--- src/rtl/timer16_oc_pkg.sv ---
// Constants for the 16-bit timer output compare block.
// Assumes an APB master with 32-bit data; registers sit in bits 7:0.
//
// Operation
// RL1: Comparator checks count against compare value always
// RL2: Match flag sets one timer tick later
// RL3: Flag with enable raises interrupt; ack/W1C clears
// RL4: PWM modes double buffer; others write directly
// RL5: CPU reaches buffer or active compare register
// RL6: Only CPU changes compare; high read direct
// RL7: High byte to latch; low write loads all
// RL8: Force strobe acts on output, not flag/counter
// RL9: Count write blocks matches on next tick
// RL10: Software avoids writing count equal to top
// RL11: Output bit survives waveform mode changes
// RL12: Reset clears the output bit to zero
// RL13: Output action unbuffered, used at next match
// RL14: Nonzero action overrides port; direction bit stays
// RL15: Action zero leaves output bit unchanged
// RL16: Action setting never alters counting sequence
// RL17: Compare A can define counter top
// RL18: Normal mode increments and wraps at max
// RL19: Normal overflow flag sets when count wraps
// RL20: Clear-on-match action one toggles output
// RL21: Fast PWM action two non-inverted, three inverted; code: two sets at match and clears at top, three the reverse
// RL22: Non-PWM action two clears, three sets
package timer16_oc_pkg;

  // Register byte addresses
  localparam logic [7:0] OFF_CTRL   = 8'h00;
  localparam logic [7:0] OFF_FORCE  = 8'h04;
  localparam logic [7:0] OFF_FLAGS  = 8'h08;
  localparam logic [7:0] OFF_CNT_LO = 8'h0C;
  localparam logic [7:0] OFF_CNT_HI = 8'h10;
  localparam logic [7:0] OFF_CMP_LO = 8'h14;
  localparam logic [7:0] OFF_CMP_HI = 8'h18;
  localparam logic [7:0] OFF_PORT   = 8'h1C;

  // Field positions
  localparam int CTRL_MODE_LSB = 0;
  localparam int CTRL_COM_LSB  = 4;
  localparam int CTRL_IRQ_BIT  = 6;
  localparam int FORCE_BIT     = 0;
  localparam int FLAG_CMP_BIT  = 0;
  localparam int FLAG_OVF_BIT  = 1;
  localparam int PORT_VAL_BIT  = 0;
  localparam int PORT_DIR_BIT  = 1;

  // Reset values
  localparam logic [3:0]  MODE_RST  = 4'h0;
  localparam logic [1:0]  COM_RST   = 2'h0;
  localparam logic [15:0] COUNT_RST = 16'h0000;
  localparam logic [15:0] CMP_RST   = 16'h0000;
  localparam logic [7:0]  TEMP_RST  = 8'h00;

  // Count limits
  localparam logic [15:0] COUNT_MAX   = 16'hFFFF;
  localparam logic [15:0] COUNT_FLOOR = 16'h0000;
  localparam logic [15:0] TOP_8BIT    = 16'h00FF;
  localparam logic [15:0] TOP_9BIT    = 16'h01FF;
  localparam logic [15:0] TOP_10BIT   = 16'h03FF;

  // Waveform modes named by the block
  localparam logic [3:0] MODE_NORMAL   = 4'h0;
  localparam logic [3:0] MODE_CTC_CMP  = 4'h4;
  localparam logic [3:0] MODE_CTC_CAP  = 4'hC;
  localparam logic [3:0] MODE_RSVD     = 4'hD;

  // Output action codes
  localparam logic [1:0] COM_NONE   = 2'h0;
  localparam logic [1:0] COM_TOGGLE = 2'h1;
  localparam logic [1:0] COM_CLEAR  = 2'h2;
  localparam logic [1:0] COM_SET    = 2'h3;

  typedef enum logic [0:0] {
    DIR_UP   = 1'b0,
    DIR_DOWN = 1'b1
  } count_dir_t;

endpackage

--- src/rtl/timer16_output_compare.sv ---
// 16-bit timer with one output compare unit behind an APB slave.
// Assumes timer_tick marks each timer clock cycle, synchronous to clk.
//
// Design decisions made here: the APB register port and the register offsets.
`timescale 1ns/1ps
`default_nettype none

module timer16_output_compare (
  input  wire logic        clk,
  input  wire logic        reset_n,
  input  wire logic        psel,
  input  wire logic        penable,
  input  wire logic        pwrite,
  input  wire logic [7:0]  paddr,
  input  wire logic [31:0] pwdata,
  input  wire logic [3:0]  pstrb,
  output logic      [31:0] prdata,
  output logic             pready,
  output logic             pslverr,
  input  wire logic        timer_tick,
  input  wire logic        compare_irq_ack,
  input  wire logic        overflow_irq_ack,
  output logic             compare_irq,
  output logic             overflow_irq,
  output logic             compare_output_bit,
  output logic             pin_out,
  output logic             pin_oe
);

  typedef struct packed {
    logic [3:0]                  mode;
    logic [1:0]                  com;
    logic                        irq_en;
    logic                        port_val;
    logic                        pin_dir;
    logic [15:0]                 count;
    logic [15:0]                 cmp_active;
    logic [15:0]                 cmp_buf;
    logic [7:0]                  temp;
    timer16_oc_pkg::count_dir_t  dir;
    logic                        block;
    logic                        cmp_flag;
    logic                        ovf_flag;
    logic                        oc;
    logic                        pready;
    logic                        pslverr;
    logic [31:0]                 prdata;
    logic                        pin_out;
    logic                        pin_oe;
    logic                        cmp_irq;
    logic                        ovf_irq;
  } state_t;

  state_t s_r;
  state_t s_nxt;

  // PWM modes: everything except normal, clear-on-match and reserved
  function automatic logic is_pwm(input logic [3:0] m);
    is_pwm = !(m == timer16_oc_pkg::MODE_NORMAL ||
               m == timer16_oc_pkg::MODE_CTC_CMP ||
               m == timer16_oc_pkg::MODE_CTC_CAP ||
               m == timer16_oc_pkg::MODE_RSVD);
  endfunction

  // Dual-slope modes count up then down
  function automatic logic is_dual(input logic [3:0] m);
    is_dual = (m >= 4'h1 && m <= 4'h3) || (m >= 4'h8 && m <= 4'hB);
  endfunction

  // Buffer reload at floor instead of top
  function automatic logic load_at_floor(input logic [3:0] m);
    load_at_floor = (m == 4'h8) || (m == 4'h9);
  endfunction

  // Counter top; compare A serves as top in 4, 9, 11, 15
  function automatic logic [15:0] top_of(input logic [3:0]  m,
                                         input logic [15:0] cmp);
    case (m)
      4'h1, 4'h5: top_of = timer16_oc_pkg::TOP_8BIT;
      4'h2, 4'h6: top_of = timer16_oc_pkg::TOP_9BIT;
      4'h3, 4'h7: top_of = timer16_oc_pkg::TOP_10BIT;
      4'h4, 4'h9, 4'hB, 4'hF: top_of = cmp; // RL17
      default: top_of = timer16_oc_pkg::COUNT_MAX;
    endcase
  endfunction

  // Non-PWM match action on the output bit
  function automatic logic plain_action(input logic [1:0] com,
                                        input logic       oc);
    case (com)
      timer16_oc_pkg::COM_TOGGLE: plain_action = ~oc; // RL20
      timer16_oc_pkg::COM_CLEAR:  plain_action = 1'b0; // RL22
      timer16_oc_pkg::COM_SET:    plain_action = 1'b1; // RL22
      default:                    plain_action = oc; // RL15
    endcase
  endfunction

  // Bus phase decode
  logic        acc;
  logic        done;
  logic        wr;
  logic [7:0]  wdat;
  logic        cnt_wr;
  logic        force_wr;
  logic        match;
  logic        hit;
  logic [15:0] top;
  logic        at_top;
  logic        at_floor;

  assign acc      = psel & penable & ~s_r.pready;
  assign done     = psel & penable & s_r.pready;
  assign wr       = done & pwrite & pstrb[0] & ~s_r.pslverr;
  assign wdat     = pwdata[7:0];
  assign cnt_wr   = wr & (paddr == timer16_oc_pkg::OFF_CNT_LO);
  assign force_wr = wr & (paddr == timer16_oc_pkg::OFF_FORCE) &
                    wdat[timer16_oc_pkg::FORCE_BIT] & ~is_pwm(s_r.mode);
  assign match    = (s_r.count == s_r.cmp_active); // RL1
  assign hit      = timer_tick & match & ~s_r.block; // RL9
  assign top      = top_of(s_r.mode, s_r.cmp_active);
  assign at_top   = (s_r.count == top);
  assign at_floor = (s_r.count == timer16_oc_pkg::COUNT_FLOOR);

  // Next state of the whole block
  always_comb begin
    logic        mapped;
    logic [31:0] rd;
    logic        cmp_set;
    logic        ovf_set;
    logic        reload;
    mapped  = 1'b1;
    rd      = 32'h0000_0000;
    cmp_set = 1'b0;
    ovf_set = 1'b0;
    reload  = 1'b0;
    s_nxt   = s_r;

    // Read path, sampled in the first access cycle
    if (paddr == timer16_oc_pkg::OFF_CTRL) begin
      rd[7:0] = {1'b0, s_r.irq_en, s_r.com, s_r.mode};
    end else if (paddr == timer16_oc_pkg::OFF_FORCE) begin
      rd[7:0] = 8'h00;
    end else if (paddr == timer16_oc_pkg::OFF_FLAGS) begin
      rd[7:0] = {6'h00, s_r.ovf_flag, s_r.cmp_flag};
    end else if (paddr == timer16_oc_pkg::OFF_CNT_LO) begin
      rd[7:0] = s_r.count[7:0];
    end else if (paddr == timer16_oc_pkg::OFF_CNT_HI) begin
      rd[7:0] = s_r.temp;
    end else if (paddr == timer16_oc_pkg::OFF_CMP_LO) begin
      rd[7:0] = is_pwm(s_r.mode) ? s_r.cmp_buf[7:0] // RL5
                                 : s_r.cmp_active[7:0];
    end else if (paddr == timer16_oc_pkg::OFF_CMP_HI) begin
      rd[7:0] = is_pwm(s_r.mode) ? s_r.cmp_buf[15:8] // RL6
                                 : s_r.cmp_active[15:8];
    end else if (paddr == timer16_oc_pkg::OFF_PORT) begin
      rd[7:0] = {6'h00, s_r.pin_dir, s_r.port_val};
    end else begin
      mapped = 1'b0;
    end

    // APB answer one cycle into the access phase
    s_nxt.pready  = acc;
    s_nxt.pslverr = acc & ~mapped;
    if (acc) begin
      s_nxt.prdata = rd;
      if (!pwrite && paddr == timer16_oc_pkg::OFF_CNT_LO) begin
        s_nxt.temp = s_r.count[15:8];
      end
    end

    // Counter sequence, driven by mode only
    if (timer_tick) begin
      s_nxt.block = 1'b0;
      if (is_dual(s_r.mode)) begin
        if (s_r.dir == timer16_oc_pkg::DIR_UP) begin
          if (at_top) begin
            s_nxt.dir   = timer16_oc_pkg::DIR_DOWN;
            s_nxt.count = s_r.count - 16'h0001;
            reload      = ~load_at_floor(s_r.mode);
          end else begin
            s_nxt.count = s_r.count + 16'h0001;
          end
        end else if (at_floor) begin
          s_nxt.dir   = timer16_oc_pkg::DIR_UP;
          s_nxt.count = s_r.count + 16'h0001;
          ovf_set     = 1'b1;
          reload      = load_at_floor(s_r.mode);
        end else begin
          s_nxt.count = s_r.count - 16'h0001;
        end
      end else if (s_r.mode != timer16_oc_pkg::MODE_NORMAL && at_top) begin
        s_nxt.count = timer16_oc_pkg::COUNT_FLOOR; // RL16
        s_nxt.dir   = timer16_oc_pkg::DIR_UP;
        ovf_set     = is_pwm(s_r.mode) |
                      (s_r.count == timer16_oc_pkg::COUNT_MAX);
        reload      = is_pwm(s_r.mode); // RL4
      end else begin
        s_nxt.count = s_r.count + 16'h0001; // RL18
        s_nxt.dir   = timer16_oc_pkg::DIR_UP;
        ovf_set     = (s_r.count == timer16_oc_pkg::COUNT_MAX); // RL19
      end
    end
    cmp_set = hit; // RL2

    // Fast PWM: top restores the idle level
    if (timer_tick && is_pwm(s_r.mode) && !is_dual(s_r.mode) && at_top) begin
      if (s_r.com == timer16_oc_pkg::COM_CLEAR) begin
        s_nxt.oc = 1'b0; // RL21
      end else if (s_r.com == timer16_oc_pkg::COM_SET) begin
        s_nxt.oc = 1'b1; // RL21
      end
    end

    // Match action with the live action setting
    if (hit) begin
      if (!is_pwm(s_r.mode)) begin
        s_nxt.oc = plain_action(s_r.com, s_r.oc); // RL13
      end else if (is_dual(s_r.mode)) begin
        if (s_r.com == timer16_oc_pkg::COM_CLEAR) begin
          s_nxt.oc = (s_r.dir == timer16_oc_pkg::DIR_DOWN);
        end else if (s_r.com == timer16_oc_pkg::COM_SET) begin
          s_nxt.oc = (s_r.dir == timer16_oc_pkg::DIR_UP);
        end
      end else if (s_r.com == timer16_oc_pkg::COM_CLEAR) begin
        s_nxt.oc = 1'b1; // RL21
      end else if (s_r.com == timer16_oc_pkg::COM_SET) begin
        s_nxt.oc = 1'b0; // RL21
      end
    end else if (force_wr) begin
      s_nxt.oc = plain_action(s_r.com, s_r.oc); // RL8
    end

    // Compare buffer reload at top or floor
    if (reload) begin
      s_nxt.cmp_active = s_r.cmp_buf; // RL4
    end

    // Register writes, effective at the completing edge
    if (wr) begin
      if (paddr == timer16_oc_pkg::OFF_CTRL) begin
        s_nxt.mode   = wdat[timer16_oc_pkg::CTRL_MODE_LSB +: 4]; // RL11
        s_nxt.com    = wdat[timer16_oc_pkg::CTRL_COM_LSB +: 2]; // RL13
        s_nxt.irq_en = wdat[timer16_oc_pkg::CTRL_IRQ_BIT];
      end else if (paddr == timer16_oc_pkg::OFF_PORT) begin
        s_nxt.port_val = wdat[timer16_oc_pkg::PORT_VAL_BIT];
        s_nxt.pin_dir  = wdat[timer16_oc_pkg::PORT_DIR_BIT];
      end else if (paddr == timer16_oc_pkg::OFF_CNT_HI ||
                   paddr == timer16_oc_pkg::OFF_CMP_HI) begin
        s_nxt.temp = wdat; // RL7
      end else if (paddr == timer16_oc_pkg::OFF_CNT_LO) begin
        s_nxt.count = {s_r.temp, wdat}; // RL9
        s_nxt.block = 1'b1; // RL9
      end else if (paddr == timer16_oc_pkg::OFF_CMP_LO) begin
        s_nxt.cmp_buf = {s_r.temp, wdat}; // RL7
        if (!is_pwm(s_r.mode)) begin
          s_nxt.cmp_active = {s_r.temp, wdat}; // RL5
        end
      end
    end

    // Sticky flags: setting beats clearing
    s_nxt.cmp_flag = (s_r.cmp_flag & ~compare_irq_ack &
                      ~(wr && paddr == timer16_oc_pkg::OFF_FLAGS &&
                        wdat[timer16_oc_pkg::FLAG_CMP_BIT])) | cmp_set; // RL3
    s_nxt.ovf_flag = (s_r.ovf_flag & ~overflow_irq_ack &
                      ~(wr && paddr == timer16_oc_pkg::OFF_FLAGS &&
                        wdat[timer16_oc_pkg::FLAG_OVF_BIT])) | ovf_set; // RL19

    // Registered outputs
    s_nxt.cmp_irq = s_nxt.cmp_flag & s_nxt.irq_en; // RL3
    s_nxt.ovf_irq = s_nxt.ovf_flag;
    s_nxt.pin_out = (s_nxt.com != timer16_oc_pkg::COM_NONE) ? s_nxt.oc
                                                            : s_nxt.port_val; // RL14
    s_nxt.pin_oe  = s_nxt.pin_dir; // RL14
  end

  // State register
  always_ff @(posedge clk or negedge reset_n) begin
    if (!reset_n) begin
      s_r            <= '0;
      s_r.mode       <= timer16_oc_pkg::MODE_RST;
      s_r.com        <= timer16_oc_pkg::COM_RST;
      s_r.count      <= timer16_oc_pkg::COUNT_RST;
      s_r.cmp_active <= timer16_oc_pkg::CMP_RST;
      s_r.cmp_buf    <= timer16_oc_pkg::CMP_RST;
      s_r.temp       <= timer16_oc_pkg::TEMP_RST;
      s_r.dir        <= timer16_oc_pkg::DIR_UP;
      s_r.oc         <= 1'b0; // RL12
    end else begin
      s_r <= s_nxt;
    end
  end

  // Ports straight from the state register
  assign prdata             = s_r.prdata;
  assign pready             = s_r.pready;
  assign pslverr            = s_r.pslverr;
  assign compare_irq        = s_r.cmp_irq;
  assign overflow_irq       = s_r.ovf_irq;
  assign compare_output_bit = s_r.oc;
  assign pin_out            = s_r.pin_out;
  assign pin_oe             = s_r.pin_oe;
endmodule

`default_nettype wire

--- config.mk ---
export PLATFORM = sky130hd
export DESIGN_NAME = timer16_output_compare
export DESIGN_NICKNAME = d
export VERILOG_FILES = /design/src/rtl/timer16_oc_pkg.sv /design/src/rtl/timer16_output_compare.sv
export SDC_FILE = /design/constraint.sdc
export NUM_CORES = 1
export LEC_CHECK = 0
export BUFFER_PORTS_ARGS = -buffer_cell sky130_fd_sc_hd__buf_2
export CORE_MARGIN = 2
export CORE_UTILIZATION = 32
export CTS_BUF_LIST = sky130_fd_sc_hd__clkbuf_4
export DETAILED_ROUTE_END_ITERATION = 8
export GPL_TIMING_DRIVEN = 1
export PLACE_DENSITY = 0.49
export SLEW_MARGIN = 20
export SYNTH_ARGS = -nofsm -noshare
export SYNTH_HDL_FRONTEND = slang
export SYNTH_SLANG_ARGS = --single-unit
--- constraint.sdc ---
create_clock -name clk -period 8.9 [get_ports clk]
set_input_delay 0.445 -clock clk [delete_from_list [all_inputs] [get_ports clk]]
set_output_delay 0.445 -clock clk [all_outputs]
set_load 0.01 [all_outputs]
Word-level counts from Yosys, hierarchy flattened
Index checks and enable logic that the tools add are counted.
Widths: inputs -> output; s select.

word-level totals
  register bits after elaboration = 82
  word-level logic and storage cells = 190
  output and inout bits = 39

cells by class
  reduce and logical (&&, ||, !) cells = 31
  magnitude comparators = 4
  eq/ne operators = 26
  bitwise gates (word level) = 35
  muxes and demuxes = 73
  $add $sub $neg = 2

operator list
  kind                   number
  $mux 16                9
  $mux 8                 12
  $mux 32                2
  $pmux 16 s4            1
  $mux 61                1
  $mux 58                1
  $mux 56                1
  $mux 48                1
  $mux 1                 41
  $eq 16x16->1           2
  $eq 8x5->1 const B     4
  $eq 4x4->1 const B     6
  $and 1x1->1            17
  $add 16x1->16 const B  1
  $eq 16x16->1 const B   1
  $eq 4x3->1 const B     4
  $eq 8x4->1 const B     2
  $logic_not 16->1       1
  $sub 16x1->16 const B  1
  $not 1->1              15
  $logic_and 1x1->1      10
  $eq 4x2->1 const B     2
  $eq 8x3->1 const B     1
  $logic_not 8->1        1
  21 further kinds       34

Longest topological paths before layout
Gate-level depths: netlist (run 1).

  depth after elaboration = 18
  mapped depth = 14
  gate-level depth less buffers = 10

Worst setup path before layout (run 1)
OpenSTA, ideal clock, no wires.

  path kind = reg2reg
  start = register s_r[90] in the netlist's numbering
  end = register s_r[85] in the netlist's numbering
  path slack = 5718 ps
  library setup time = 124 ps
  clock period less this slack = 3182 ps
  stages on the path, launching flop included = 12
  arrival = 3058 ps
  data required time = 8776 ps
  path through = dfrtp_1 -> buf_6 -> or3_4 -> or3_1 -> or2_1 -> or4_4 -> o31ai_4 -> or2_1 -> buf_6 -> mux2i_1 -> mux2i_1 -> a211o_1

RTL lines
  item                      RTL line                       RTL
  start: declaration        timer16_output_compare.sv:54   state_t s_r;
  start signal: assignment  timer16_output_compare.sv:290  s_r <= s_nxt;

==> results of run 1 <==
-- final cells by class --
type | count | area [µm²] | share of cell area (%)
multi-input combinational | 515 | 3300 | 53.9
sequential | 82 | 2050 | 33.5
tap | 229 | 287 | 4.68
timing repair buffer | 47 | 264 | 4.31
clock inverter | 7 | 85.1 | 1.39
clock buffer | 9 | 67.6 | 1.10
inverter | 18 | 67.6 | 1.10
-- layer usage --
| metal | vias up | routed length [µm] |
|---|---|---|
| met5 | - | 0 |
| met4 | 0 | 379 |
| met3 | 24 | 1100 |
| met2 | 190 | 8760 |
| met1 | 2614 | 8450 |
| li1 | 2424 | - |
-- synthesized netlist by cell type (5+ instances only) --
| cell type | n |
|---|---|
| a211o_1 | 5 |
| a21oi_1 | 44 |
| a221o_1 | 7 |
| a31oi_1 | 14 |
| and2_1 | 8 |
| and3_1 | 14 |
| buf_2 | 7 |
| buf_4 | 32 |
| clkbuf_1 | 34 |
| dfrtp_1 | 82 |
| inv_1 | 18 |
| mux2_2 | 28 |
| mux2i_1 | 29 |
| nand2_1 | 75 |
| nand2b_1 | 10 |
| nand3_1 | 17 |
| nand4_1 | 8 |
| nor2_1 | 41 |
| nor3_1 | 10 |
| nor4_1 | 13 |
| o211ai_1 | 11 |
| o21ai_0 | 49 |
| o31ai_1 | 5 |
| or2_2 | 5 |
| or3_1 | 8 |
| xnor2_1 | 7 |
-- kinds of logic after synthesis --
family | Yosys count | synth area share, %
fa+ha+maj | 2 | 0.434
compound gates | 196 | 22.8
buf+inv | 97 | 9.09
other cells | 1 | 0.0651
flops | 82 | 35.6
xor+xnor | 10 | 1.52
simple gates | 226 | 19.9
mux | 57 | 10.5
-- power by group through the flow --
stage | sequential (W) | clock [W] | combinational, W
finish | 0.000435 | 0.000242 | 0.000122
global placement | 0.000440 | 0 | 0.000119
floorplan | 0.000408 | 0 | 0.000112
detailed placement | 0.000441 | 0 | 0.000120
CTS | 0.000433 | 0.000248 | 0.000122
global route | 0.000437 | 0.000261 | 0.000138
-- worst paths after layout --
path,startpoint,endpoint,slack [ns],depth (start not counted)
worst max-delay path,s_r[91],s_r[85],4.75,10
worst min-delay path,overflow_irq_ack,overflow_irq,0.23,3
worst max register to register,s_r[91],s_r[85],4.75,10
worst min register to register,prdata[6],prdata[6],0.50,2
max in group asynchronous,reset_n,s_r[95],7.67,3
min in group asynchronous,reset_n,s_r[91],0.32,2
-- worst min-delay path, stage by stage --
cell and delay (ns):
buf_2 0.07, nand2b_1 0.08, o21ai_0 0.08
-- sequential cells by signal, summed over array words and instances, names as in the netlist --
signal              count
s_r                    67
prdata                  8
compare_irq             1
compare_output_bit      1
overflow_irq            1
pin_oe                  1
pin_out                 1
pready                  1
pslverr                 1
-- per-stage QoR --
stage	area, µm²	util [%]	power, W	instances	hold WS [ns]
finish	6120	34.3	0.000799	907	0.233
detailed placement	5950	33.4	0.000561	890	0.257
global placement	5950	33.3	0.000559	890	0.252
floorplan	5850	-	0.000520	694	0.149
CTS	6110	34.3	0.000803	907	0.192
global route	6120	34.3	0.000835	907	0.231
==> results.toml, run 1 <==
[worst_setup_path]
cp.required_ns = 9.26
critPathArrivalTime_ns = 4.51
worst_path_dominant_cell_family = "simple AND/OR/NAND/NOR gates"
path_cells = "or3_4 > or3_1 > or2_1 > or4_4 > o31ai_4 > buf_4 > or2_1 > mux2i_1 > mux2i_1 > a211o_1"
startpoint_type = "flip-flop"
end_kind = "flip-flop"
critPathMaxFanout = 25
slowest_stage = "dfrtp_1"
path_buf_inv = 1
cpPeakStageDelay_ns = 0.62
crit_type = "flip-flop to flip-flop"

[power]
p_leak_nw = 2.74
power.switching_w = 0.000273
ir_drop_mv = 0.0666
power.density_nw_per_um2 = 131
pwr-share-clk_pct = 30.3
cell_internal_pwr_w = 0.000527
comb_power_share_pct = 15.3
sw_frac_of_total_pct = 34.1
seq_power_share_pct = 54.5

[yosys]
seq_area_frac_synth_pct = 35.6
synthCells = 671
synth_edf_count = 0
async_flop_share_pct = 100
synth-seq-cells = 82
yosys_warnings = 0
synth_area_leader_cell = "dfrtp_1"
synth_area_leaders = "dfrtp_1, mux2_2, mux2i_1, nand2_1, o21ai_0"
ys.flop_type = "dfrtp_1"
synth_cell_type_count = 72
synth_area_um2 = 5760
synth_top_area_share_pct = 35.6
syn_avg_cell_area_um2 = 8.59

[route]
dr.pass1.iters = 5
avgRoutedWirePerCell_um = 20.6
drc = 0
wl_mm = 18.7
vias_per_cell = 5.79
drtAntennaViolNets = 0
via_count = 5252
drt_iter0_drc = 563

[clock_network]
root_buffer = "clkbuf_4"
htreeDepth = 3
clkTransAtPathRegs_ns = 0.15
clock_path_buffers = 2
cts_tree = "built"
cts.sinks = 82
cts_resized = 0
cts_buffers = 9
post_cts_buffers = 0
ctsHoldBuffers = 1
clk-insertion-delay-late_ns = 0.48

[timing]
fmax_mhz = 241
finalCriticalPeriod_ns = 4.15
worst_slew_pin_slew_ns = 0.999
setup-violations-final = 0
fin_ws_ns = 4.75
relSlewSlack_pct = 33.2
fin_tns_setup_ns = 0
hold_violations = 0
rsz0062_at_grt = "no"
finClkSkew_ns = 0.0229
finalCritPeriodShare_pct = 46.7
drv_slew = 0

[grt]
grt_pass1_vias = 5023
grt_max_degree = 78
grt_pass1_wl_mm = 29.7
gr-max-usage-layer = "met2"
use_met2_pct = 31.5
met1_usage_pct = 27.8
overflow = 0
track_usage_pct = 19.7
antenna_found_initial = 0
globalRouteMet3Util_pct = 2.46

[run]
maxCapViolCount = 0

[hold_path]
min_path_type = "input pin to flip-flop"

[finish]
final_common_cell = "dfrtp_1"
drive_gt1_share_pct = 15.9
fin_nets = 727
diodes = 0
mostFrequentLayoutCells = "dfrtp_1, nand2_1, o21ai_0"
n_fill_cell = 1858
synthToLayoutAreaGrowth_pct = 6.14

[outcome]
status = "complete, no violations"

[floorplan]
fp.dieH_um = 138
die-area_um2 = 19100
die_w_um = 138
io_pins = 91
fp.coreArea_um2 = 17800
initial_utilization_pct = 32.3
rows = 49

[placement]
place_congestion = 0.884
dpl.hpwl_mm = 13.3
pre_cts_ws_ns = 4.88
io_buffers = 39
Power figures use the tool's default switching activity.
==> inputs of run 2 (changes only) <==
Settings changed: ABC_AREA from default to 1.
Clock period 8.9 ns to 3.95 ns, I/O delays scaled along.
==> results.toml, run 2 <==
[outcome]
status = "complete, no violations"

[placement]
place_area_um2 = 6280
io_buffers = 39
place_congestion = 0.891
dpl.hpwl_mm = 15.6

[route]
via_count = 5906
drtAntennaViolNets = 0
dr.pass1.iters = 5
avgRoutedWirePerCell_um = 17.8
drt_iter0_drc = 482
vias_per_cell = 5.02
drc = 0
wl_mm = 20.9

[power]
finalPower_w = 0.00207
ir_drop_mv = 0.116
power.density_nw_per_um2 = 318
p_leak_nw = 3.19

[yosys]
synth_most_common_cell = "nand2_1"
syn_avg_cell_area_um2 = 6.62
synth_area_leaders = "dfrtp_1, nand2_1, inv_1, o21ai_0, nand3_1"
synth_cell_type_count = 41
synth_area_um2 = 6050
yosys_warnings = 0
ys.flop_type = "dfrtp_1"
seq_area_frac_synth_pct = 33.9
synth_area_leader_cell = "dfrtp_1"
synth_top_area_share_pct = 33.9
async_flop_share_pct = 100
synth_common_cells = "nand2_1, inv_1, nor2_1, dfrtp_1, o21ai_0"
synth-seq-cells = 82
synth_edf_count = 0
synthCells = 914

[hold_path]
hp-start = "pwdata[0]"
holdPathEnd = "s_r[83]"
min_path_type = "input pin to flip-flop"
whs_path_depth = 3

[worst_setup_path]
path_buf_inv = 3
slowest_stage = "nand2_1"
cp_num_cells = 15
path_cells = "inv_1 > ha_1 > nand2_1 > nor2_1 > nand3_1 > nor3_1 > nand3_1 > nand2_1 > inv_1 > nand2_1 > inv_4 > nand2_1 > nand2_1 > a21oi_1 > nor2_1"
cp.required_ns = 4.33
startpoint_type = "flip-flop"
worstRegToRegCells = 15
reg2reg_from = "s_r[83]"
cpMostUsedCell = "nand2_1"
crit_type = "flip-flop to flip-flop"
cpPeakStageDelay_ns = 0.59
end_kind = "flip-flop"
reg2reg_to = "s_r[87]"
reg2reg_setup_slack_ns = 0.76
critPathMaxFanout = 20
worst_path_dominant_cell_family = "simple AND/OR/NAND/NOR gates"
critPathArrivalTime_ns = 3.57

[grt]
grt_pass1_wl_mm = 32.8
grt_max_degree = 52
antenna_found_initial = 1
overflow = 0
track_usage_pct = 21.6
grt_pass1_vias = 5553

[floorplan]
fp.coreArea_um2 = 18600
fp.dieH_um = 141
die-area_um2 = 20000
initial_utilization_pct = 32.4
rows = 50
die_w_um = 141
io_pins = 91

[finish]
regArea_um2 = 2050
top_register = "s_r"
largest_reg_flops = 67
fin_nets = 989
drive_gt1_share_pct = 9.79
final_common_cell = "nand2_1"
n_fill_cell = 2106
mostFrequentLayoutCells = "nand2_1, inv_1, nor2_1"
multiInputGateArea_um2 = 3230
final_util_pct = 34.9
fin_area_um2 = 6500
synthToLayoutAreaGrowth_pct = 7.45

[clock_network]
cts_buffers = 9
root_buffer = "clkbuf_4"
cts.sinks = 82
clkTransAtPathRegs_ns = 0.14
htreeDepth = 3
clock_path_buffers = 2
clk-insertion-delay-late_ns = 0.47
cts_tree = "built"

[timing]
worst_slew_pin_slew_ns = 0.934
finalCritPeriodShare_pct = 80.8
fin_tns_setup_ns = 0
drv_slew = 0
relSlewSlack_pct = 37.6
finalCriticalPeriod_ns = 3.19
setup-violations-final = 0
finClkSkew_ns = 0.00648
fmax_mhz = 313
rsz0062_at_grt = "no"
hold_violations = 0

[run]
maxCapViolCount = 0
-- run 2: cell count changes after synthesis, moves of 14 or more --
cell	before	now
nand2_1	75	222
inv_1	18	112
nand3_1	17	76
nor2_1	41	96
o21ai_0	49	81
mux2i_1	29	0
mux2_2	28	0
xor2_1	3	19
and3_1	14	0
-- run 2: layout make-up --
type / instances / share of cell area, %
clock buffers: 11 / 1.27
well taps: 234 / 4.51
diodes: 2 / 0.0770
flip-flops and latches: 82 / 31.6
clock inverters: 5 / 0.847
multi-input cells: 669 / 49.7
repair buffers: 56 / 5.28
inverters: 117 / 6.80
-- run 2: worst max path at each step --
stage	startpoint	to	slack, ns
5_1_grt	s_r[83]	s_r[92]	0.38
4_1_cts	s_r[83]	s_r[86]	0.72
2_1_floorplan	s_r[105]	s_r[76]	1.72
3_5_place_dp	s_r[83]	s_r[87]	0.76
3_3_place_gp	s_r[83]	s_r[86]	0.77
6_report	s_r[83]	s_r[87]	0.76
-- run 2: routing by layer --
| layer | vias up | GRT usage (%) | routed length, µm |
|---|---|---|---|
| li1 | 2947 | - | - |
| met1 | 2811 | 31.6 | 10400 |
| met2 | 134 | 33.7 | 9430 |
| met3 | 14 | 3.41 | 905 |
| met4 | 0 | 4.53 | 247 |
| met5 | - | 0 | 0 |
-- run 2: repair_timing --
action                                  4_1_cts  5_1_grt
buffers inserted                              0        0
endpoints found under the hold margin        56        0
hold buffers                                  7        0
gates resized for setup                       0        0
endpoints found under the setup margin        0        0
-- run 2: cells by family after synthesis --
| family | after synthesis | share of synthesized area [%] |
|---|---|---|
| DFF | 82 | 33.9 |
| AOI/OAI and AO/OA | 170 | 15.4 |
| buffers and inverters | 186 | 14.2 |
| adders and majority gates | 2 | 0.414 |
| and+or+nand+nor | 450 | 32.6 |
| xor gates and xnor gates | 23 | 3.33 |
| other | 1 | 0.0620 |
-- run 2: through the flow --
stage	instances	setup WS (ns)	hold slack [ns]
after global routing	1176	0.378	0.0121
final	1176	0.760	0.0339
after detailed placement	1151	0.756	0.297
after floorplan	937	1.72	-0.0981
after CTS	1174	0.721	0.0127
after global placement	1151	0.770	0.303
-- run 2: worst register-to-register path, stage by stage (launching register included) --
cell	delay, ns
dfrtp_1	0.50
inv_1	0.27
ha_1	0.23
nand2_1	0.06
nor2_1	0.21
nand3_1	0.18
nor3_1	0.28
nand3_1	0.14
nand2_1	0.10
inv_1	0.04
nand2_1	0.59
inv_4	0.16
nand2_1	0.10
nand2_1	0.06
a21oi_1	0.13
nor2_1	0.05
-- run 2: power by group --
group          internal [W]  total (W)  switching (W)
registers          0.000891    0.00100       0.000113
clock network      0.000206   0.000536       0.000330
logic              0.000179   0.000527       0.000347
==> inputs of run 3 (changes only) <==
Settings changed: PLACE_DENSITY 0.49 to 0.51.
Clock period 3.95 ns to 2.6 ns, I/O delays scaled along.
==> results.toml, run 3 (synthesis gave the netlist of run 2 again) <==
[outcome]
status = "complete, no violations"

[clock_network]
clock_path_buffers = 2
htreeDepth = 3
cts_tree = "built"
clk-insertion-delay-late_ns = 0.50
cts_buffers = 9
cts.sinks = 82
clkTransAtPathRegs_ns = 0.15
root_buffer = "clkbuf_4"

[hold_path]
holdPathEnd = "pready"
whs_path_depth = 4
hp-start = "penable"
min_path_type = "input pin to flip-flop"

[finish]
synthToLayoutAreaGrowth_pct = 19.4
largest_reg_flops = 67
fin_nets = 1051
final_common_cell = "nand2_1"
drive_gt1_share_pct = 17.5
top_register = "s_r"
mostFrequentLayoutCells = "nand2_1, inv_1, nor2_1"
final_util_pct = 38.7
n_fill_cell = 2016

[worst_setup_path]
critPathArrivalTime_ns = 2.88
end_kind = "flip-flop"
crit_type = "flip-flop to flip-flop"
startpoint_type = "flip-flop"
reg2reg_to = "s_r[76]"
critPathMaxFanout = 8
cp.required_ns = 3.01
reg2reg_from = "s_r[104]"
reg2reg_setup_slack_ns = 0.12
critPathLaunch = "s_r[104]"
worstRegToRegCells = 16

[timing]
relSlewSlack_pct = 53.2
finalCriticalPeriod_ns = 2.48
fin_ws_ns = 0.125
finClkSkew_ns = 0.0322
setup-violations-final = 0
rsz0062_at_grt = "yes"
hold_violations = 0
worst_slew_pin_slew_ns = 0.693
drv_slew = 0
finalCritPeriodShare_pct = 95.2
fin_hold_ws_ns = 0.0872
fin_tns_setup_ns = 0
fmax_mhz = 404

[power]
power.density_nw_per_um2 = 471
p_leak_nw = 3.55
ir_drop_mv = 0.174

[floorplan]
io_pins = 91
die-area_um2 = 20000
rows = 50
fp.dieH_um = 141
fp.coreArea_um2 = 18600
initial_utilization_pct = 32.4
die_w_um = 141

[route]
drt_iter0_drc = 552
avgRoutedWirePerCell_um = 17.6
via_count = 6312
vias_per_cell = 5.10
drc = 0
wl_mm = 21.7
drtAntennaViolNets = 0
dr.pass1.iters = 6

[grt]
antenna_found_initial = 1
grt_pass1_wl_mm = 33.0
grt_pass1_vias = 5698
overflow = 0
track_usage_pct = 21.7
grt_max_degree = 46

[placement]
pre_cts_ws_ns = 0.0610
dpl.hpwl_mm = 15.9
place_congestion = 0.924
io_buffers = 39

[run]
maxCapViolCount = 0
-- run 3: changes by cell type in the layout (fill, tap and decap cells not counted), sizes merged --
cell / previous run / this run
buf: 49 / 100
dlygate4sd3: 7 / 15
nand2: 228 / 230
bufinv: 1 / 2
clkbuf: 11 / 10
clkinv: 6 / 5
inv: 115 / 116
-- run 3: per-layer routing --
metal / wire [µm] / GRT usage (%) / vias to the layer above
met4: 415 / 5.26 / 0
li1: - / - / 3070
met5: 0 / 0 / -
met2: 9720 / 32.6 / 217
met1: 10100 / 32.2 / 2999
met3: 1530 / 4.08 / 26
-- run 3: through the flow --
| stage | cell area, µm² | instances | power [W] |
|---|---|---|---|
| 3_3_place_gp | 6630 | 1192 | 0.00245 |
| 5_1_grt | 7220 | 1236 | 0.00359 |
| 6_report | 7220 | 1237 | 0.00340 |
| 3_5_place_dp | 6630 | 1192 | 0.00245 |
| 4_1_cts | 6940 | 1222 | 0.00338 |
| 2_1_floorplan | 6130 | 937 | 0.00210 |
-- run 3: power by group --
part / switching (W) / internal, W
registers: 0.000120 / 0.00136
clock network: 0.000525 / 0.000388
logic: 0.000624 / 0.000387
total: 0.00127 / 0.00213
-- run 3: critical path, stage by stage (launching register included) --
cell     delay [ns]
dfrtp_2        0.48
buf_6          0.15
o21ai_4        0.26
nand2_4        0.15
nand3_4        0.10
nand2_2        0.06
nor2_2         0.13
buf_4          0.12
nand3_2        0.09
nor2_4         0.10
nand4_2        0.15
nand2_8        0.17
nand2_4        0.12
nand2_1        0.10
nand3_1        0.06
nand2_1        0.09
inv_1          0.03
-- run 3: how the worst max path moves through the flow --
stage,endpoint,slack [ns],cells past startpoint
finish,s_r[76],0.12,16
detailed placement,s_r[86],0.06,16
CTS,s_r[84],0.04,15
global placement,s_r[86],0.08,16
floorplan,s_r[79],0.37,21
global route,s_r[72],-0.03,19
-- run 3: final cells by class --
cell class | count | area, µm² | share of cell area, %
timing repair buffer | 116 | 880 | 12.2
tap | 234 | 293 | 4.06
multi-input combinational | 671 | 3380 | 46.8
clock buffer | 9 | 67.6 | 0.936
clock inverter | 6 | 90.1 | 1.25
sequential | 82 | 2060 | 28.5
inverter | 117 | 447 | 6.19
antenna | 2 | 5.00 | 0.0693
-- run 3: repair_timing --
item / in CTS / in global routing
endpoints found under the setup margin: 0 / 33
endpoints found under the hold margin: 58 / 0
buffers inserted: 0 / 9
gates resized for setup: 0 / 44
hold buffers: 15 / 0
